## src/rcv_pkg.sv

```systemverilog
// Constants, register map and reset values of the reset and configuration block.
// Assumes one 125 MHz clock (the E clock of this build) and an 8-bit register port.
// What this block does
// - Clock-watch enable is read/write any time, enables clock-fail reset, cleared by reset.
// - Clock-watch force set keeps the monitor on until next reset; else follows enable.
// - With force set, a slow or stopped clock causes a clock-failure reset.
// - Watchdog clock is E divided by 2^15, then scaled by the rate select.
// - Rate select scales by 1, 4, 16, 64; reset selects the shortest.
// - Protected option bits take one write in first 64 cycles; special modes any time.
// - Config reads return the value latched at last reset or since written in special; bits 6 and 5 read one.
// - Special variant makes config writable; otherwise changes only after next reset.
// - ROM high-map places ROM at 8000-FFFF; low map only in expanded mode.
// - Pull-up assignment enable activates the pull-up register; clear turns pull-ups off.
// - Security-off set disables EEPROM and RAM protection; clear enables it.
// - Watchdog-off set disables the watchdog; clear lets a timeout force reset.
// - ROM-present and EEPROM-present bits include those memories in the map.
// - Vector by cause: FFFE pin/power, FFFC clock fail, FFFA watchdog; BFFx in special.
// - CPU fetches the restart vector in three cycles, then runs.
// - Reset sets both interrupt masks and the stop-disable bit.
// - Remap register loads 00: RAM at 0080-047F, registers 0000-007F, EEPROM 0D80.
// - Expanded reset dedicates ports B, C, F to the bus; single chip makes inputs.
// - Timer resets count 0000, compares FFFF, clears masks, flags, edges; selects compare 5.
// - Reset clears tick flag and rate, masks it, disables pulse accumulator.
// - Serial units load baud 0004, mask interrupts, disable all, 8-bit, transmit flags set.
// - Reset loads priority select 00110 and level-sensitive external interrupt.
// - Reset loads boot, special, mode-A bits from mode pins; sets delay; clears watch bits.
// - Pin or power reset beats clock-fail reset, which beats watchdog reset.
package rcv_pkg;
  localparam logic [7:0] ADDR_OPTION = 8'h39;
  localparam logic [7:0] ADDR_WDSVC = 8'h3a;
  localparam logic [7:0] ADDR_HPRIO = 8'h3c;
  localparam logic [7:0] ADDR_CONFIG = 8'h3f;
  localparam logic [7:0] WD_ARM_KEY = 8'h55;
  localparam logic [7:0] WD_CLR_KEY = 8'hAA;
  // Option field positions
  localparam int OPT_ADPU = 7;
  localparam int OPT_CSEL = 6;
  localparam int OPT_IRQE = 5;
  localparam int OPT_DLY = 4;
  localparam int OPT_CME = 3;
  localparam int OPT_CLOCK_WATCH_FORCE = 2;
  localparam logic [7:0] OPTION_RST = 8'h10;
  localparam logic [7:0] OPT_PROT_MASK = 8'h37;
  localparam logic [7:0] OPT_FREE_MASK = 8'hC8;
  // Config field positions
  localparam int CFG_ROM_HIGH_MAP = 7;
  localparam int CFG_PULLUP = 4;
  localparam int CFG_SECOFF = 3;
  localparam int CFG_WDOFF = 2;
  localparam int CFG_ROM_PRESENT = 1;
  localparam int CFG_EEPROM_PRESENT = 0;
  localparam logic [7:0] CFG_ONES_MASK = 8'h60;
  localparam logic [4:0] PSEL_RST = 5'h06;
  // Vectors and map
  localparam logic [15:0] VEC_PIN = 16'hFFFE;
  localparam logic [15:0] VEC_CLKMON = 16'hFFFC;
  localparam logic [15:0] VEC_WDT = 16'hFFFA;
  localparam logic [15:0] VEC_SPECIAL_CLR = 16'hBFFF;
  localparam logic [15:0] ROM_HIGH_BASE = 16'h8000;
  localparam logic [15:0] ROM_LOW_BASE = 16'h0000;
  localparam logic [15:0] RAM_BASE_RST = 16'h0080;
  localparam logic [15:0] REG_BASE_RST = 16'h0000;
  localparam logic [15:0] EE_BASE_RST = 16'h0D80;
  localparam logic [7:0] REMAP_RST = 8'h00;
  // Peripheral reset values
  localparam logic [15:0] TMR_CNT_RST = 16'h0000;
  localparam logic [15:0] TMR_OC_RST = 16'hFFFF;
  localparam logic [15:0] SCI_BAUD_RST = 16'h0004;
  localparam logic [2:0] CCR_MASK_RST = 3'b111;
  // Cycle counts
  localparam logic [2:0] HOLD_CYC = 3'd4;
  localparam logic [2:0] FETCH_CYC = 3'd3;
  localparam logic [6:0] PROT_WIN_CYC = 7'd64;
  localparam int WD_PRESC_BITS = 15;
  // Reset causes, lower code wins
  localparam logic [1:0] CAUSE_PIN = 2'd0;
  localparam logic [1:0] CAUSE_CLKMON = 2'd1;
  localparam logic [1:0] CAUSE_WDT = 2'd2;
  typedef enum logic [1:0] {
    ST_LOAD = 2'b00,
    ST_FETCH = 2'b01,
    ST_RUN = 2'b10,
    ST_HOLD = 2'b11
  } rcv_state_e;
endpackage

```

## src/rcv_reset_config.sv

```systemverilog
// Reset sequencer, option, configuration and priority registers, reset defaults.
// Assumes a synchronous clock-fail level from the analog RC detector and EEPROM cell values.
`timescale 1ns/10ps
module rcv_reset_config #(
  parameter int WD_PRESC = rcv_pkg::WD_PRESC_BITS
) (
  input wire logic clk_i,
  input wire logic rstn_i,
  input wire logic [7:0] addr_i,
  input wire logic [7:0] wdata_i,
  input wire logic wr_i,
  input wire logic rd_i,
  output logic [7:0] rdata_o,
  input wire logic ext_rst_i,
  input wire logic clk_fail_i,
  input wire logic mode_pin_a_i,
  input wire logic mode_pin_b_i,
  input wire logic [7:0] nv_cfg_i,
  input wire logic cpu_i_mask_i,
  output logic cpu_rst_o,
  output logic cpu_fetch_o,
  output logic [15:0] vec_addr_o,
  output logic [1:0] reset_cause_o,
  output logic [2:0] ccr_mask_init_o,
  output logic periph_rst_o,
  output logic [15:0] rom_base_o,
  output logic rom_present_o,
  output logic eeprom_present_o,
  output logic [15:0] eeprom_base_o,
  output logic [15:0] ram_base_o,
  output logic [15:0] reg_base_o,
  output logic [7:0] ram_remap_o,
  output logic pullup_enable_o,
  output logic security_on_o,
  output logic watchdog_en_o,
  output logic boot_rom_read_o,
  output logic bus_ports_o,
  output logic irq_edge_o,
  output logic osc_startup_delay_o,
  output logic clock_watch_active_o,
  output logic adc_power_o,
  output logic [4:0] psel_o,
  output logic [15:0] timer_cnt_init_o,
  output logic [15:0] timer_oc_init_o,
  output logic [15:0] sci_baud_init_o
);
  import rcv_pkg::*;

  rcv_state_e state_q, state_d;
  logic [2:0] cnt_q, cnt_d;
  logic [1:0] cause_q, cause_d;
  logic [15:0] vec_q, vec_d;
  logic cpu_rst_q, cpu_rst_d;
  logic fetch_q, fetch_d;
  logic periph_rst_q, periph_rst_d;

  logic [7:0] option_q, option_d;
  logic [7:0] cfg_q, cfg_d;
  logic boot_q, boot_d;
  logic special_variant_q, special_variant_d;
  logic mda_q, mda_d;
  logic [4:0] psel_q, psel_d;
  logic [6:0] win_q, win_d;
  logic prot_done_q, prot_done_d;
  logic [7:0] rdata_q, rdata_d;
  logic [15:0] rom_base_q, rom_base_d;
  logic rom_on_q, rom_on_d;
  logic ee_on_q, ee_on_d;
  logic pullup_q, pullup_d;
  logic sec_on_q, sec_on_d;
  logic wd_en_q, wd_en_d;
  logic bus_ports_q, bus_ports_d;
  logic watch_q, watch_d;

  logic wd_timeout;
  logic mon_en;
  logic pin_req, mon_req, any_req;
  logic [1:0] req_cause;
  logic special_pins;
  logic soft_init;
  logic wd_run;

  // Monitor can be forced on; force is sticky until reset
  assign mon_en = option_q[OPT_CME] | option_q[OPT_CLOCK_WATCH_FORCE];
  assign mon_req = clk_fail_i & mon_en;
  assign pin_req = ext_rst_i;
  assign any_req = pin_req | mon_req | wd_timeout;
  assign special_pins = ~mode_pin_b_i;
  assign soft_init = (state_q == ST_HOLD);
  assign wd_run = ~cfg_q[CFG_WDOFF] & (state_q == ST_RUN);

  always_comb begin
    if (pin_req) begin
      req_cause = CAUSE_PIN;
    end else if (mon_req) begin
      req_cause = CAUSE_CLKMON;
    end else begin
      req_cause = CAUSE_WDT;
    end
  end

  function automatic logic [15:0] rst_vector(input logic [1:0] cause, input logic special);
    logic [15:0] v;
    v = VEC_PIN;
    if (cause == CAUSE_CLKMON) begin
      v = VEC_CLKMON;
    end else if (cause == CAUSE_WDT) begin
      v = VEC_WDT;
    end
    if (special) begin
      v = v & VEC_SPECIAL_CLR;
    end
    rst_vector = v;
  endfunction

  // Sequencer: hold internal reset, load straps and latches, fetch, run
  always_comb begin
    state_d = state_q;
    cnt_d = cnt_q;
    cause_d = cause_q;
    vec_d = vec_q;
    cpu_rst_d = 1'b1;
    fetch_d = 1'b0;
    periph_rst_d = 1'b1;
    case (state_q)
      ST_LOAD: begin
        vec_d = rst_vector(cause_q, special_pins);
        state_d = ST_FETCH;
        cnt_d = '0;
        cpu_rst_d = 1'b0;
        fetch_d = 1'b1;
        periph_rst_d = 1'b0;
      end
      ST_FETCH: begin
        cpu_rst_d = 1'b0;
        periph_rst_d = 1'b0;
        fetch_d = 1'b1;
        if (cnt_q == FETCH_CYC - 3'd1) begin
          state_d = ST_RUN;
          fetch_d = 1'b0;
        end else begin
          cnt_d = cnt_q + 3'd1;
        end
        if (any_req) begin
          state_d = ST_HOLD;
          cause_d = req_cause;
          cnt_d = '0;
          cpu_rst_d = 1'b1;
          fetch_d = 1'b0;
          periph_rst_d = 1'b1;
        end
      end
      ST_RUN: begin
        cpu_rst_d = 1'b0;
        periph_rst_d = 1'b0;
        if (any_req) begin
          state_d = ST_HOLD;
          cause_d = req_cause;
          cnt_d = '0;
          cpu_rst_d = 1'b1;
          periph_rst_d = 1'b1;
        end
      end
      ST_HOLD: begin
        if (pin_req | mon_req) begin
          if (req_cause < cause_q) begin
            cause_d = req_cause;
          end
        end
        if (cnt_q == HOLD_CYC - 3'd1) begin
          state_d = ST_LOAD;
        end else begin
          cnt_d = cnt_q + 3'd1;
        end
      end
      default: begin
        state_d = ST_LOAD;
      end
    endcase
  end

  always_ff @(posedge clk_i) begin
    if (!rstn_i) begin
      state_q <= ST_LOAD;
      cnt_q <= '0;
      cause_q <= CAUSE_PIN;
      vec_q <= VEC_PIN;
      cpu_rst_q <= 1'b1;
      fetch_q <= 1'b0;
      periph_rst_q <= 1'b1;
    end else begin
      state_q <= state_d;
      cnt_q <= cnt_d;
      cause_q <= cause_d;
      vec_q <= vec_d;
      cpu_rst_q <= cpu_rst_d;
      fetch_q <= fetch_d;
      periph_rst_q <= periph_rst_d;
    end
  end

  // Registers; internal reset reinitialises them like a power-on
  always_comb begin
    option_d = option_q;
    cfg_d = cfg_q;
    boot_d = boot_q;
    special_variant_d = special_variant_q;
    mda_d = mda_q;
    psel_d = psel_q;
    win_d = win_q;
    prot_done_d = prot_done_q;
    rdata_d = '0;
    if (soft_init) begin
      option_d = OPTION_RST;
      psel_d = PSEL_RST;
      win_d = '0;
      prot_done_d = 1'b0;
    end else if (state_q == ST_LOAD) begin
      cfg_d = nv_cfg_i;
      special_variant_d = ~mode_pin_b_i;
      mda_d = mode_pin_a_i;
      boot_d = ~mode_pin_b_i & ~mode_pin_a_i;
      win_d = '0;
      prot_done_d = 1'b0;
    end else begin
      if (win_q < PROT_WIN_CYC) begin
        win_d = win_q + 7'd1;
      end
      if (wr_i) begin
        if (addr_i == ADDR_OPTION) begin
          option_d = (option_q & ~OPT_FREE_MASK) | (wdata_i & OPT_FREE_MASK);
          if (special_variant_q || (win_q < PROT_WIN_CYC && !prot_done_q)) begin
            option_d = (option_d & ~OPT_PROT_MASK) | (wdata_i & OPT_PROT_MASK);
            prot_done_d = ~special_variant_q;
          end
          // Force cannot be withdrawn by software in any mode
          option_d[OPT_CLOCK_WATCH_FORCE] = option_d[OPT_CLOCK_WATCH_FORCE] | option_q[OPT_CLOCK_WATCH_FORCE];
        end else if (addr_i == ADDR_CONFIG) begin
          if (special_variant_q) begin
            cfg_d = wdata_i;
          end
        end else if (addr_i == ADDR_HPRIO) begin
          if (special_variant_q) begin
            boot_d = wdata_i[7];
            special_variant_d = wdata_i[6];
            mda_d = wdata_i[5];
          end
          if (cpu_i_mask_i) begin
            psel_d = wdata_i[4:0];
          end
        end
      end
    end
    if (rd_i) begin
      if (addr_i == ADDR_OPTION) begin
        rdata_d = option_q;
      end else if (addr_i == ADDR_CONFIG) begin
        rdata_d = cfg_q | CFG_ONES_MASK;
      end else if (addr_i == ADDR_HPRIO) begin
        rdata_d = {boot_q, special_variant_q, mda_q, psel_q};
      end
    end
  end

  // Decoded map and port controls, registered so each output leaves a flip-flop
  always_comb begin
    rom_base_d = (cfg_q[CFG_ROM_HIGH_MAP] || !mda_q) ? ROM_HIGH_BASE : ROM_LOW_BASE;
    rom_on_d = cfg_q[CFG_ROM_PRESENT];
    ee_on_d = cfg_q[CFG_EEPROM_PRESENT];
    pullup_d = cfg_q[CFG_PULLUP];
    sec_on_d = ~cfg_q[CFG_SECOFF];
    wd_en_d = ~cfg_q[CFG_WDOFF];
    bus_ports_d = mda_q;
    watch_d = mon_en;
  end

  always_ff @(posedge clk_i) begin
    if (!rstn_i) begin
      option_q <= OPTION_RST;
      cfg_q <= '0;
      boot_q <= 1'b0;
      special_variant_q <= 1'b0;
      mda_q <= 1'b0;
      psel_q <= PSEL_RST;
      win_q <= '0;
      prot_done_q <= 1'b0;
      rdata_q <= '0;
      rom_base_q <= ROM_HIGH_BASE;
      rom_on_q <= 1'b0;
      ee_on_q <= 1'b0;
      pullup_q <= 1'b0;
      sec_on_q <= 1'b1;
      wd_en_q <= 1'b0;
      bus_ports_q <= 1'b0;
      watch_q <= 1'b0;
    end else begin
      option_q <= option_d;
      cfg_q <= cfg_d;
      boot_q <= boot_d;
      special_variant_q <= special_variant_d;
      mda_q <= mda_d;
      psel_q <= psel_d;
      win_q <= win_d;
      prot_done_q <= prot_done_d;
      rdata_q <= rdata_d;
      rom_base_q <= rom_base_d;
      rom_on_q <= rom_on_d;
      ee_on_q <= ee_on_d;
      pullup_q <= pullup_d;
      sec_on_q <= sec_on_d;
      wd_en_q <= wd_en_d;
      bus_ports_q <= bus_ports_d;
      watch_q <= watch_d;
    end
  end

  // Fixed reset images handed to the CPU and peripherals
  logic [2:0] ccr_init_q;
  logic [15:0] tmr_cnt_q;
  logic [15:0] tmr_oc_q;
  logic [15:0] sci_baud_q;
  logic [15:0] ram_base_q;
  logic [15:0] reg_base_q;
  logic [15:0] ee_base_q;
  logic [7:0] remap_q;
  always_ff @(posedge clk_i) begin
    ccr_init_q <= CCR_MASK_RST;
    tmr_cnt_q <= TMR_CNT_RST;
    tmr_oc_q <= TMR_OC_RST;
    sci_baud_q <= SCI_BAUD_RST;
    ram_base_q <= RAM_BASE_RST;
    reg_base_q <= REG_BASE_RST;
    ee_base_q <= EE_BASE_RST;
    remap_q <= REMAP_RST;
  end

  // Held off during reset so a stale count cannot fire straight after it
  rcv_watchdog #(
    .PRESC_BITS(WD_PRESC)
  ) u_wdt (
    .clk_i(clk_i),
    .rstn_i(rstn_i & ~soft_init),
    .enable_i(wd_run),
    .rate_sel_i(option_q[1:0]),
    .svc_wr_i(wr_i && addr_i == ADDR_WDSVC),
    .svc_data_i(wdata_i),
    .timeout_o(wd_timeout)
  );

  assign rdata_o = rdata_q;
  assign cpu_rst_o = cpu_rst_q;
  assign cpu_fetch_o = fetch_q;
  assign vec_addr_o = vec_q;
  assign reset_cause_o = cause_q;
  assign ccr_mask_init_o = ccr_init_q;
  // Peripheral reset clears flags, masks, tick rate, pulse accumulator, serial enables
  assign periph_rst_o = periph_rst_q;
  assign rom_base_o = rom_base_q;
  assign rom_present_o = rom_on_q;
  assign eeprom_present_o = ee_on_q;
  assign eeprom_base_o = ee_base_q;
  assign ram_base_o = ram_base_q;
  assign reg_base_o = reg_base_q;
  assign ram_remap_o = remap_q;
  assign pullup_enable_o = pullup_q;
  assign security_on_o = sec_on_q;
  assign watchdog_en_o = wd_en_q;
  assign boot_rom_read_o = boot_q;
  assign bus_ports_o = bus_ports_q;
  assign irq_edge_o = option_q[OPT_IRQE];
  assign osc_startup_delay_o = option_q[OPT_DLY];
  assign clock_watch_active_o = watch_q;
  assign adc_power_o = option_q[OPT_ADPU];
  assign psel_o = psel_q;
  assign timer_cnt_init_o = tmr_cnt_q;
  assign timer_oc_init_o = tmr_oc_q;
  assign sci_baud_init_o = sci_baud_q;
endmodule

```

## src/rcv_watchdog.sv

```systemverilog
// Liveness watchdog: prescaled free-running counter with arm/clear service keys.
// Assumes the service strobe is a one-cycle write to the service address.
`timescale 1ns/10ps
module rcv_watchdog #(
  parameter int PRESC_BITS = rcv_pkg::WD_PRESC_BITS
) (
  input wire logic clk_i,
  input wire logic rstn_i,
  input wire logic enable_i,
  input wire logic [1:0] rate_sel_i,
  input wire logic svc_wr_i,
  input wire logic [7:0] svc_data_i,
  output logic timeout_o
);
  import rcv_pkg::*;
  localparam int W = PRESC_BITS + 6;
  logic [W-1:0] cnt_q, cnt_d;
  logic armed_q, armed_d;
  logic timeout_q, timeout_d;

  // Terminal count: 2^PRESC_BITS times 1, 4, 16 or 64
  function automatic logic [W-1:0] wd_limit(input logic [1:0] sel);
    logic [W-1:0] ones;
    ones = '1;
    wd_limit = ones >> (3'd6 - {sel, 1'b0});
  endfunction

  always_comb begin
    cnt_d = cnt_q;
    armed_d = armed_q;
    timeout_d = 1'b0;
    if (!enable_i) begin
      cnt_d = '0;
      armed_d = 1'b0;
    end else begin
      if (cnt_q >= wd_limit(rate_sel_i)) begin
        timeout_d = 1'b1;
        cnt_d = '0;
      end else begin
        cnt_d = cnt_q + 1'b1;
      end
      if (svc_wr_i) begin
        if (svc_data_i == WD_ARM_KEY) begin
          armed_d = 1'b1;
        end else if (svc_data_i == WD_CLR_KEY && armed_q) begin
          armed_d = 1'b0;
          cnt_d = '0;
        end
      end
    end
  end

  always_ff @(posedge clk_i) begin
    if (!rstn_i) begin
      cnt_q <= '0;
      armed_q <= 1'b0;
      timeout_q <= 1'b0;
    end else begin
      cnt_q <= cnt_d;
      armed_q <= armed_d;
      timeout_q <= timeout_d;
    end
  end

  assign timeout_o = timeout_q;
endmodule

```

## config.mk

```make
export PLATFORM = sky130hd
export DESIGN_NAME = rcv_reset_config
export DESIGN_NICKNAME = d
export VERILOG_FILES = /design/src/rcv_pkg.sv /design/src/rcv_reset_config.sv /design/src/rcv_watchdog.sv
export SDC_FILE = /design/constraint.sdc
export NUM_CORES = 1
export LEC_CHECK = 0
export BUFFER_PORTS_ARGS = -buffer_cell sky130_fd_sc_hd__buf_2
export CELL_PAD_IN_SITES_DETAIL_PLACEMENT = 0
export CELL_PAD_IN_SITES_GLOBAL_PLACEMENT = 2
export CORE_ASPECT_RATIO = 1.5
export CORE_MARGIN = 2
export CORE_UTILIZATION = 24
export DETAILED_ROUTE_END_ITERATION = 8
export PLACE_DENSITY = 0.77
export SYNTH_ARGS = -nofsm -noshare
export SYNTH_HDL_FRONTEND = slang
export SYNTH_SLANG_ARGS = --single-unit
```

## constraint.sdc

```tcl
create_clock -name clk_i -period 1.7 [get_ports clk_i]
set_clock_uncertainty 0.1 [all_clocks]
set_input_delay 0.34 -clock clk_i [delete_from_list [all_inputs] [get_ports clk_i]]
set_output_delay 0.34 -clock clk_i [all_outputs]
set_load 0.02 [all_outputs]
```

==> results of run 1 <==
==> critical path, stage by stage (launching register included) <==
cell       delay, ns
dfxtp_4         0.38
inv_4           0.04
ha_4            0.24
a41o_1          0.24
o21ai_2         0.23
o211ai_4        0.12
buf_12          0.15
clkbuf_16       0.16
nor2_1          0.07
==> cell usage in the layout, fill, tap and decap left out, drive strengths merged, types with 3 or more instances in the layout <==
| master | count |
|---|---|
| ha | 14 |
| inv | 18 |
| clkinv | 4 |
| and3 | 8 |
| nand3 | 22 |
| a31oi | 6 |
| o211a | 3 |
| and2 | 7 |
| a222oi | 4 |
| dfxtp | 81 |
| o211ai | 4 |
| nor2 | 65 |
| buf | 132 |
| clkbuf | 11 |
| mux2i | 14 |
| nand2b | 7 |
| nand3b | 3 |
| nand2 | 31 |
| conb | 135 |
| nor2b | 5 |
| o21a | 3 |
| a21oi | 13 |
| xnor2 | 10 |
| xor2 | 13 |
| nand4 | 4 |
| mux2 | 4 |
| nor3 | 5 |
| nor4 | 3 |
| o21ai | 14 |
| a211oi | 3 |
==> layer usage <==
layer / global-route usage, % / up-vias
li1: - / 1803
met1: 11.2 / 1694
met2: 20.6 / 154
met3: 2.37 / 17
met4: 4.66 / 0
met5: 0 / -
==> stage by stage <==
stage          cells  instance area, um2  worst slack (ns)
6_report         931                6130            -0.101
5_1_grt          931                6130            -0.203
4_1_cts          923                5780            -0.104
3_5_place_dp     901                5200            -0.138
3_3_place_gp     901                5200            -0.146
2_1_floorplan    678                5220            -0.101
==> logic make-up after synthesis <==
group | count (synthesis) | share of synthesized area (%)
AND/OR/NAND/NOR | 172 | 18.5
buffers and inverters | 170 | 24.9
flip-flops | 81 | 34.4
AO/OA/AOI/OAI | 65 | 10.1
XOR/XNOR | 23 | 4.27
multiplexers | 18 | 3.93
adder cells (fa/ha/maj) | 14 | 3.72
other | 2 | 0.159
==> worst paths after layout <==
check                           depth (start not counted)                        end
worst min register to register                          2   option_q[6]$_SDFFE_PN0P_
worst max-delay path                                    8  u_wdt.cnt_q[7]$_SDFF_PN0_
worst max register to register                          8  u_wdt.cnt_q[7]$_SDFF_PN0_
worst min-delay path                                    3     psel_o[2]$_SDFFE_PN1P_
==> cell type report <==
cell class	instances	area, um2	share of cell area, %
Multi-Input combinational cell	427	2830	46.2
Sequential cell	81	1640	26.8
Clock buffer	10	239	3.90
Tap cell	256	320	5.22
Timing Repair Buffer	133	967	15.8
Inverter	18	75.1	1.22
Clock inverter	6	57.6	0.938
==> flip-flops by register name, summed over array words and instances, names as in the netlist, 2 cells and up <==
signal and flops:
option_q 8, reset_cause_o 2, cnt_q 3, rdata_o 8
win_q 7, u_wdt.cnt_q 21, psel_o 5, cfg_q 6
vec_addr_o 3, state_q 2
==> where the power goes <==
part | internal, mW | total (mW) | switching (mW)
logic | 1.08 | 2.43 | 1.35
registers | 2.12 | 2.29 | 0.171
clock network | 1.17 | 1.94 | 0.771
total | 4.36 | 6.66 | 2.29
==> timing repair <==
item	4_1_cts	5_1_grt
hold endpoints to repair	0	0
setup buffers	4	8
resized for setup	43	68
setup endpoints to repair	40	42
gates cloned	2	1
pin swaps	9	34
==> results.md, run 1 <==
* GP Congestion at 0.774
* Cell Area, Synth at 4710 um2
* Routed wire per std cell at 12.6 um
* Post-synth EDFFs at 0
* Failing checks: setup timing
* Met2 WL at around 6.4 mm
* Top cells by area, synth: dfxtp_1 34%, buf_4 22%, nor2_1 5.2%, ha_1 3.7%, mux2i_1 3.0%
* Crit path time final at 1.80 ns
* Starting DRT DRC Count at 202
* FILL cells at 2057
* Min-delay src: wdata_i[2]
* WP data arrival at 1.97 ns
* Type of origin of the critical path: flip-flop
* Asr flop ratio synth at 0%
* Routed wl met3 at about 640 um
* DIE AREA at 20800 um2
* Drt drc at 0
* Root Buffer Master: clkbuf_16
* Fmax at 0.555 GHz
* GRT Resource Usage Total at a little over a tenth
* Core Util, Final at 31.9%
* Met1 WL at 4.36 mm
* Total of max-cap violations at 0
* R2R Setup Slk at -0.10 ns
* Period utilization at 106%
* Top cells by instance count after synthesis: 137 x buf_4, 81 x dfxtp_1, 65 x nor2_1
* Number of global-route vias before repair at 3390
* WL final at 11.7 mm
* Die width at 118 um
* Top cell type's share of synthesized area at between 30% and 40%
* Setup TNS at -1.61 ns
* LEAKAGE at 2.72 nW
* Unrepaired setup endpoints after global routing: yes
* Routed vias/inst at 3.94
* First-pass GRT wire length at 17.4 mm
* Relative max-transition margin at 64.9%
* Overall power at 6.66 mW
* # IOs at 201
* Final HPWL DP at about 9 mm
* Clk Latency, worst-skew pair at 0.34 ns
* Syn_area_per_cell at 8.65 um2
* Hold_buf cts at 0
* PwrDens at 1090 nW/um2
* # rows at 62
* Ys Warns at 0
* Worst-path clk slew at 0.06 ns
* Max layer used: met4
* Die Span Y at between 150 and 200 um
* Core area at 19200 um2
* # diodes at 0
* Most used DFF post-synth: dfxtp_1
* IO Port Bufs at 63
* Top-count cell post-synth: buf_4
* Final Net Count at 717
* Setup WS post-layout at -0.101 ns
* Setup violations, final at 29
* Post-Synthesis Cells at 545
* Starting density of the core at about a quarter
* Maximum fanout along the worst path at 5
* Final slew viol count at 0
* Worst EP required at about 1.9 ns
* Initial antenna violation count at 0
* Post-synthesis cell type count at 64
* Clock Sinks at between 80 and 90
* First-pass iteration count of the detailed router at 5
* Total CTS buffers at 9
* Critical path origin: option_q[1]$_SDFFE_PN0P_
* Final hold slack at about 0.16 ns
* Final Hold Vio Count at 0
* Peak supply drop at 0.505 mV
* Fraction of layout cells with a size suffix above 1 at 34.5%
* Setup CP Type: flip-flop to flip-flop
* Worst Tran Pin Value at 0.525 ns
* Post-route ant nets at 0
* Outcome: finished with violations
* H-tree Lvls at 3
* Vias post-DR at approximately 3700
* Largest net degree at the start of global routing at 23
* Flop and latch count out of synthesis at 81
* Post-synthesis sequential area ratio at 34.4%
* Longest Clk Path Bufs at 2
* Synth area leader: dfxtp_1
* Worst setup EP type: flip-flop
* CTS tree: built
* Worst r2r src: option_q[1]$_SDFFE_PN0P_
* Area Growth Syn to Fin at 30.2%
* Remaining Overflow, GRT at 0
* Worst hold path type: input port to flip-flop
(Power assumes the default switching activity.)
==> run 2: changes to the inputs <==
--- a/config.mk
+++ b/config.mk
@@ -10,9 +10,9 @@
 export CELL_PAD_IN_SITES_GLOBAL_PLACEMENT = 2
 export CORE_ASPECT_RATIO = 1.5
 export CORE_MARGIN = 2
-export CORE_UTILIZATION = 24
+export CORE_UTILIZATION = 29
 export DETAILED_ROUTE_END_ITERATION = 8
-export PLACE_DENSITY = 0.77
+export PLACE_DENSITY = 0.87
 export SYNTH_ARGS = -nofsm -noshare
 export SYNTH_HDL_FRONTEND = slang
 export SYNTH_SLANG_ARGS = --single-unit
==> constraint.sdc (replaced) <==
create_clock -name clk_i -period 2.1 [get_ports clk_i]
set_clock_uncertainty 0.1 [all_clocks]
set_input_delay 0.42 -clock clk_i [delete_from_list [all_inputs] [get_ports clk_i]]
set_output_delay 0.42 -clock clk_i [all_outputs]
set_load 0.02 [all_outputs]
==> results.md, run 2 (same netlist as run 1, synthesis figures left out) <==
* Max reg flops at 21 (unchanged)
* Switching share of power at 36.4% (was 34.5%)
* Internal power at 2.98 mW (was 4.36 mW)
* Clk Latency, worst-skew pair at 0.34 ns (about the same)
* Clock power frac at 31.7% (was 29.1%)
* Cells after DPL at 806 (was 901)
* Core Util, Final at 31.5% (was 31.9%)
* Routed wire per std cell at 13.1 um (was 12.6 um)
* Largest net degree at the start of global routing at 23 (unchanged)
* Starting DRT DRC Count at 105 (was 202)
* Sequential power share at 39.0% (was 34.4%)
* First-pass GRT wire length at 16.4 mm (was 17.4 mm)
* Setup CP Type: flip-flop to flip-flop (unchanged)
* Peak supply drop at 0.367 mV (was 0.505 mV)
* Setup TNS at 0 ns (was -1.61 ns)
* Crit path time final at 1.95 ns (was 1.80 ns)
* Post-route ant nets at 0 (unchanged)
* Die Span Y at 160 um (was 176 um)
* Logic gate share of total power at 29.3% (was 36.5%)
* Fmax at 0.512 GHz (was 0.555 GHz)
* WL final at 10.8 mm (was 11.7 mm)
* Worst hold path type: input port to flip-flop (unchanged)
* H-tree Lvls at 3 (unchanged)
* Routed vias/inst at 4.25 (was 3.94)
* Outcome: completed (was finished with violations)
* Final Hold Vio Count at 0 (unchanged)
* Longest Clk Path Bufs at 2 (unchanged)
* Period utilization at 93.0% (was 106%)
* Setup violations, final at 0 (was 29)
* Area Growth Syn to Fin at 7.33% (was 30.2%)
* Final HPWL DP at 8.61 mm (was 8.79 mm)
* Total CTS buffers at 9 (unchanged)
* Commonest cells after routing, fill and taps aside: 135 x conb_1, 81 x dfxtp_1, 65 x nor2_1, 63 x buf_2, 31 x nand2_1 (was 135 x conb_1, 71 x dfxtp_1, 63 x buf_2, 56 x buf_4, 47 x nor2_1)
* DIE AREA at 17300 um2 (was 20800 um2)
* GP Congestion at 0.864 (was 0.774)
* Unrepaired setup endpoints after global routing: no (was yes)
* Number of stages on the worst hold path at 3 (unchanged)
* Core area at 16000 um2 (was 19200 um2)
* # IOs at 201 (unchanged)
* Die width at 108 um (was 118 um)
* Total of max-cap violations at 0 (unchanged)
* Final slew viol count at 0 (unchanged)
* Fraction of layout cells with a size suffix above 1 at 18.0% (was 34.5%)
* Overall power at 4.69 mW (was 6.66 mW)
* Worst Hold End: psel_o[2]$_SDFFE_PN1P_ (unchanged)
* R2R Setup Slk at 0.15 ns (was -0.10 ns)
* First-pass iteration count of the detailed router at 5 (unchanged)
* Maximum fanout along the worst path at 5 (unchanged)
* R2R depth at 7 (was 8)
* Hold_buf cts at 0 (unchanged)
* Vias post-DR at 3497 (was 3668)
* CTS tree: built (unchanged)
* Min-delay src: wdata_i[2] (unchanged)
* # diodes at 0 (unchanged)
* Type of origin of the critical path: flip-flop (unchanged)
* Remaining Overflow, GRT at 0 (unchanged)
* Root Buffer Master: clkbuf_16 (unchanged)
* Switch Pwr at 1.71 mW (was 2.29 mW)
* Initial antenna violation count at 2 (was 0)
* Met1 WL at 3.86 mm (was 4.36 mm)
* Final Net Count at 658 (was 717)
* Non-Filler Instances at 822 (was 931)
* PwrDens at 928 nW/um2 (was 1090 nW/um2)
* LEAKAGE at 2.26 nW (was 2.72 nW)
* IO Port Bufs at 63 (unchanged)
* Routed wl met3 at 685 um (was 638 um)
* Clock Sinks at 81 (unchanged)
* Starting density of the core at 29.4% (was 24.5%)
* Number of global-route vias before repair at 3258 (was 3390)
* Worst EP required at 2.24 ns (was 1.87 ns)
* Post-CTS Resized at 0 (was 43)
* WP data arrival at 2.09 ns (was 1.97 ns)
* Worst-path clk slew at 0.06 ns (about the same)
* Final hold slack at 0.262 ns (was 0.158 ns)
* GRT Resource Usage Total at 12.4% (was 10.8%)
* # rows at 57 (was 62)
* Worst setup EP type: flip-flop (unchanged)
* Max layer used: met5 (was met4)
* Worst r2r src: option_q[2]$_SDFFE_PN0P_ (was option_q[1]$_SDFFE_PN0P_)
* Reg-to-Reg End: reset_cause_o[1]$_SDFFE_PN0P_ (was u_wdt.cnt_q[7]$_SDFF_PN0_)
* Reg with most FFs: u_wdt.cnt_q (unchanged)
* Drt drc at 0 (unchanged)
* Postcts setup bufs at 0 (was 4)
* Most common cell after layout, fill and taps aside: conb_1 (unchanged)
* Met2 WL at 5.77 mm (was 6.41 mm)
run 2: power groups by stage:
stage          clock [mW]  sequential, mW  combinational (mW)
6_report             1.49            1.83                1.37
5_1_grt              1.61            1.85                1.51
4_1_cts              1.54            1.83                1.38
3_5_place_dp            0            1.87                1.37
3_3_place_gp            0            1.86                1.34
2_1_floorplan           0            1.90                1.13
run 2: critical path, stage by stage (launching register included):
cell      delay [ns]
dfxtp_1         0.37
o21a_1          0.30
nor2_1          0.10
ha_1            0.28
a21boi_0        0.14
o32ai_2         0.30
mux2i_1         0.22
nor2_1          0.05
run 2: cell type report:
type	instances	area, um2
Sequential cell	81	1620
Clock buffer	9	225
Multi-Input combinational cell	427	2420
Inverter	18	67.6
Tap cell	206	258
Fill cell	1716	11000
Clock inverter	7	55.1
Timing Repair Buffer	74	410
run 2: how the worst max path moves through the flow:
stage	start	endpoint	slack (ns)	cells past startpoint
after global routing	option_q[2]$_SDFFE_PN0P_	reset_cause_o[1]$_SDFFE_PN0P_	0.01	7
after global placement	clk_fail_i	reset_cause_o[1]$_SDFFE_PN0P_	0.06	8
after detailed placement	clk_fail_i	reset_cause_o[1]$_SDFFE_PN0P_	0.03	8
final	option_q[2]$_SDFFE_PN0P_	reset_cause_o[1]$_SDFFE_PN0P_	0.15	7
after CTS	state_q[0]$_SDFFE_PN0P_	u_wdt.cnt_q[17]$_SDFF_PN0_	0.13	8
after floorplan	clk_fail_i	reset_cause_o[0]$_SDFFE_PN0P_	0.22	7
run 2: metal layers:
metal,vias to the layer above,track usage (%)
met5,-,0
met4,2,8.04
met3,27,2.90
met2,132,22.0
met1,1646,12.7
li1,1690,-
run 2: stage by stage:
stage,cell area [um2],setup slack (ns)
finish,5060,0.148
global route,5060,0.0128
CTS,5050,0.135
detailed placement,4770,0.0301
global placement,4770,0.0611
floorplan,5210,0.223
==> run 3: changes to the inputs <==
--- a/config.mk
+++ b/config.mk
@@ -5,14 +5,14 @@
 export SDC_FILE = /design/constraint.sdc
 export NUM_CORES = 1
 export LEC_CHECK = 0
-export BUFFER_PORTS_ARGS = -buffer_cell sky130_fd_sc_hd__buf_2
 export CELL_PAD_IN_SITES_DETAIL_PLACEMENT = 0
 export CELL_PAD_IN_SITES_GLOBAL_PLACEMENT = 2
 export CORE_ASPECT_RATIO = 1.5
 export CORE_MARGIN = 2
-export CORE_UTILIZATION = 29
+export CORE_UTILIZATION = 38
 export DETAILED_ROUTE_END_ITERATION = 8
-export PLACE_DENSITY = 0.87
+export DONT_BUFFER_PORTS = 1
+export PLACE_DENSITY = 0.85
 export SYNTH_ARGS = -nofsm -noshare
 export SYNTH_HDL_FRONTEND = slang
 export SYNTH_SLANG_ARGS = --single-unit
==> results.md, run 3 (same netlist as run 1, synthesis figures left out) <==
* Final HPWL DP at 8.07 mm (was 8.61 mm)
* Area Growth Syn to Fin at -0.743% (was 7.33%)
* Buf/Inv on CP at 0 (unchanged)
* Reg-to-Reg End: reset_cause_o[1]$_SDFFE_PN0P_ (unchanged)
* Setup TNS at 0 ns (unchanged)
* Longest Clk Path Bufs at 2 (unchanged)
* Type of origin of the critical path: flip-flop (unchanged)
* Worst hold path type: input port to flip-flop (unchanged)
* Final slew viol count at 0 (unchanged)
* Cells after DPL at 689 (was 806)
* Worst r2r src: option_q[2]$_SDFFE_PN0P_ (unchanged)
* Initial antenna violation count at 1 (was 2)
* Fraction of layout cells with a size suffix above 1 at 8.17% (was 18.0%)
* Cell area after layout at 4680 um2 (was 5060 um2)
* Fmax at 0.509 GHz (was 0.512 GHz)
* Total CTS buffers at 9 (unchanged)
* Period utilization at 93.6% (was 93.0%)
* Commonest cells after routing, fill and taps aside: 135 x conb_1, 81 x dfxtp_1, 64 x nor2_1, 31 x nand2_1, 22 x nand3_1 (was 135 x conb_1, 81 x dfxtp_1, 65 x nor2_1, 63 x buf_2, 31 x nand2_1)
* WP data arrival at 2.07 ns (was 2.09 ns)
* Slowest Stage Delay on Critical Path at 0.37 ns (about the same)
* Worst Hold End: vec_addr_o[1]$_SDFFE_PN1P_ (was psel_o[2]$_SDFFE_PN1P_)
* Die width at 94.9 um (was 108 um)
* WL final at 10.2 mm (was 10.8 mm)
* Unrepaired setup endpoints after global routing: no (unchanged)
* First-pass GRT wire length at 15.4 mm (was 16.4 mm)
* Final Net Count at 594 (was 658)
* # diodes at 0 (unchanged)
* Peak supply drop at 0.338 mV (was 0.367 mV)
* CTS tree: built (unchanged)
* Final Hold Vio Count at 0 (unchanged)
* Crit path time final at 1.96 ns (was 1.95 ns)
* Hold_buf cts at 0 (unchanged)
* R2R depth at 7 (unchanged)
* DIE AREA at 13300 um2 (was 17300 um2)
* Clock Sinks at 81 (unchanged)
* Min-delay src: rstn_i (was wdata_i[2])
* Number of global-route vias before repair at 3051 (was 3258)
* Root Buffer Master: clkbuf_16 (unchanged)
* Postcts setup bufs at 0 (unchanged)
* Largest net degree at the start of global routing at 24 (was 23)
* Setup violations, final at 0 (unchanged)
* Worst setup EP type: flip-flop (unchanged)
* Worst-path clk slew at 0.06 ns (about the same)
* GP Congestion at 0.792 (was 0.864)
* Vias post-DR at 3172 (was 3497)
* # rows at 49 (was 57)
* Delay-heaviest family, CP: compound AO/OA/AOI/OAI gates (unchanged)
* FILL cells at 1239 (was 1716)
* Post-CTS Resized at 0 (unchanged)
* Max reg flops at 21 (unchanged)
* Crit-path slowest cell: o32ai_2 (was dfxtp_1)
* Number of stages on the worst hold path at 1 (was 3)
* PwrDens at 977 nW/um2 (was 928 nW/um2)
* Routed vias/inst at 4.51 (was 4.25)
* Maximum fanout along the worst path at 5 (unchanged)
* Starting DRT DRC Count at 162 (was 105)
* Clk Latency, worst-skew pair at 0.34 ns (about the same)
* LEAKAGE at 1.99 nW (was 2.26 nW)
* Core area at 12100 um2 (was 16000 um2)
* Post-DP Area at 4390 um2 (was 4770 um2)
* Total of max-cap violations at 0 (unchanged)
* Routed wire per std cell at 14.4 um (was 13.1 um)
* Worst EP required at 2.21 ns (was 2.24 ns)
* Crit path cell chain: o21a_4 > nor2_4 > ha_1 > a21boi_0 > o32ai_2 > mux2i_1 > nor2_1 (was o21a_1 > nor2_1 > ha_1 > a21boi_0 > o32ai_2 > mux2i_1 > nor2_1)
* Outcome: completed (unchanged)
* Drt drc at 0 (unchanged)
* GRT Resource Usage Total at 15.1% (was 12.4%)
* First-pass iteration count of the detailed router at 4 (was 5)
* Final hold slack at 0.0531 ns (was 0.262 ns)
* Die Span Y at 140 um (was 160 um)
* H-tree Lvls at 3 (unchanged)
* R2R Setup Slk at 0.14 ns (was 0.15 ns)
* Post-route ant nets at 0 (unchanged)
* Reg with most FFs: u_wdt.cnt_q (unchanged)
* # IOs at 201 (unchanged)
* Non-Filler Instances at 704 (was 822)
* Setup CP Type: flip-flop to flip-flop (unchanged)
* Remaining Overflow, GRT at 0 (unchanged)
* IO Port Bufs at 0 (was 63)
* Most common cell after layout, fill and taps aside: conb_1 (unchanged)
* Starting density of the core at 39.0% (was 29.4%)
-- run 3: cell count changes in the layout (fill, tap and decap cells not counted), sizes merged --
cell,change
bufinv,+1
inv,-2
clkbuf,+2
clkinvlp,-1
buf,-64
clkinv,-1
-- run 3: worst max-delay path by stage --
stage,slack (ns),cells past startpoint,end,startpoint
after global routing,0.006,8,u_wdt.cnt_q[10]$_SDFF_PN0_,state_q[0]$_SDFFE_PN0P_
after detailed placement,0.06,7,reset_cause_o[0]$_SDFFE_PN0P_,clk_fail_i
after floorplan,0.22,7,reset_cause_o[0]$_SDFFE_PN0P_,clk_fail_i
after global placement,0.13,7,reset_cause_o[0]$_SDFFE_PN0P_,clk_fail_i
final,0.14,7,reset_cause_o[1]$_SDFFE_PN0P_,option_q[2]$_SDFFE_PN0P_
after CTS,0.08,7,reset_cause_o[0]$_SDFFE_PN0P_,option_q[2]$_SDFFE_PN0P_
-- run 3: final cells by class --
type                            count  area, um2  area share (%)
Inverter                           18       67.6            1.44
Clock inverter                      4       45.0           0.963
Timing Repair Buffer               10       87.6            1.87
Tap cell                          153        191            4.09
Multi-Input combinational cell    427       2430            52.0
Clock buffer                       11        233            4.97
Sequential cell                    81       1620            34.7
-- run 3: per-layer routing --
metal / wire, um / vias to the layer above / global-route usage [%]
met5: 13 / - / 0
met4: 136 / 2 / 6.25
met3: 650 / 10 / 5.38
met2: 5750 / 84 / 27.7
met1: 3610 / 1518 / 14.8
li1: - / 1558 / -
-- run 3: report_power, final --
group,switching [mW],internal (mW)
Combinational,0.764,0.391
Sequential,0.211,1.71
Clock,0.589,0.908
Total,1.56,3.00
-- run 3: through the flow --
step	total power, mW	util, %	setup WS, ns
finish	4.57	38.7	0.135
global route	4.83	38.7	0.00603
CTS	4.62	38.6	0.0790
detailed placement	3.10	36.3	0.0557
global placement	3.07	36.3	0.127
floorplan	3.03	-	0.223
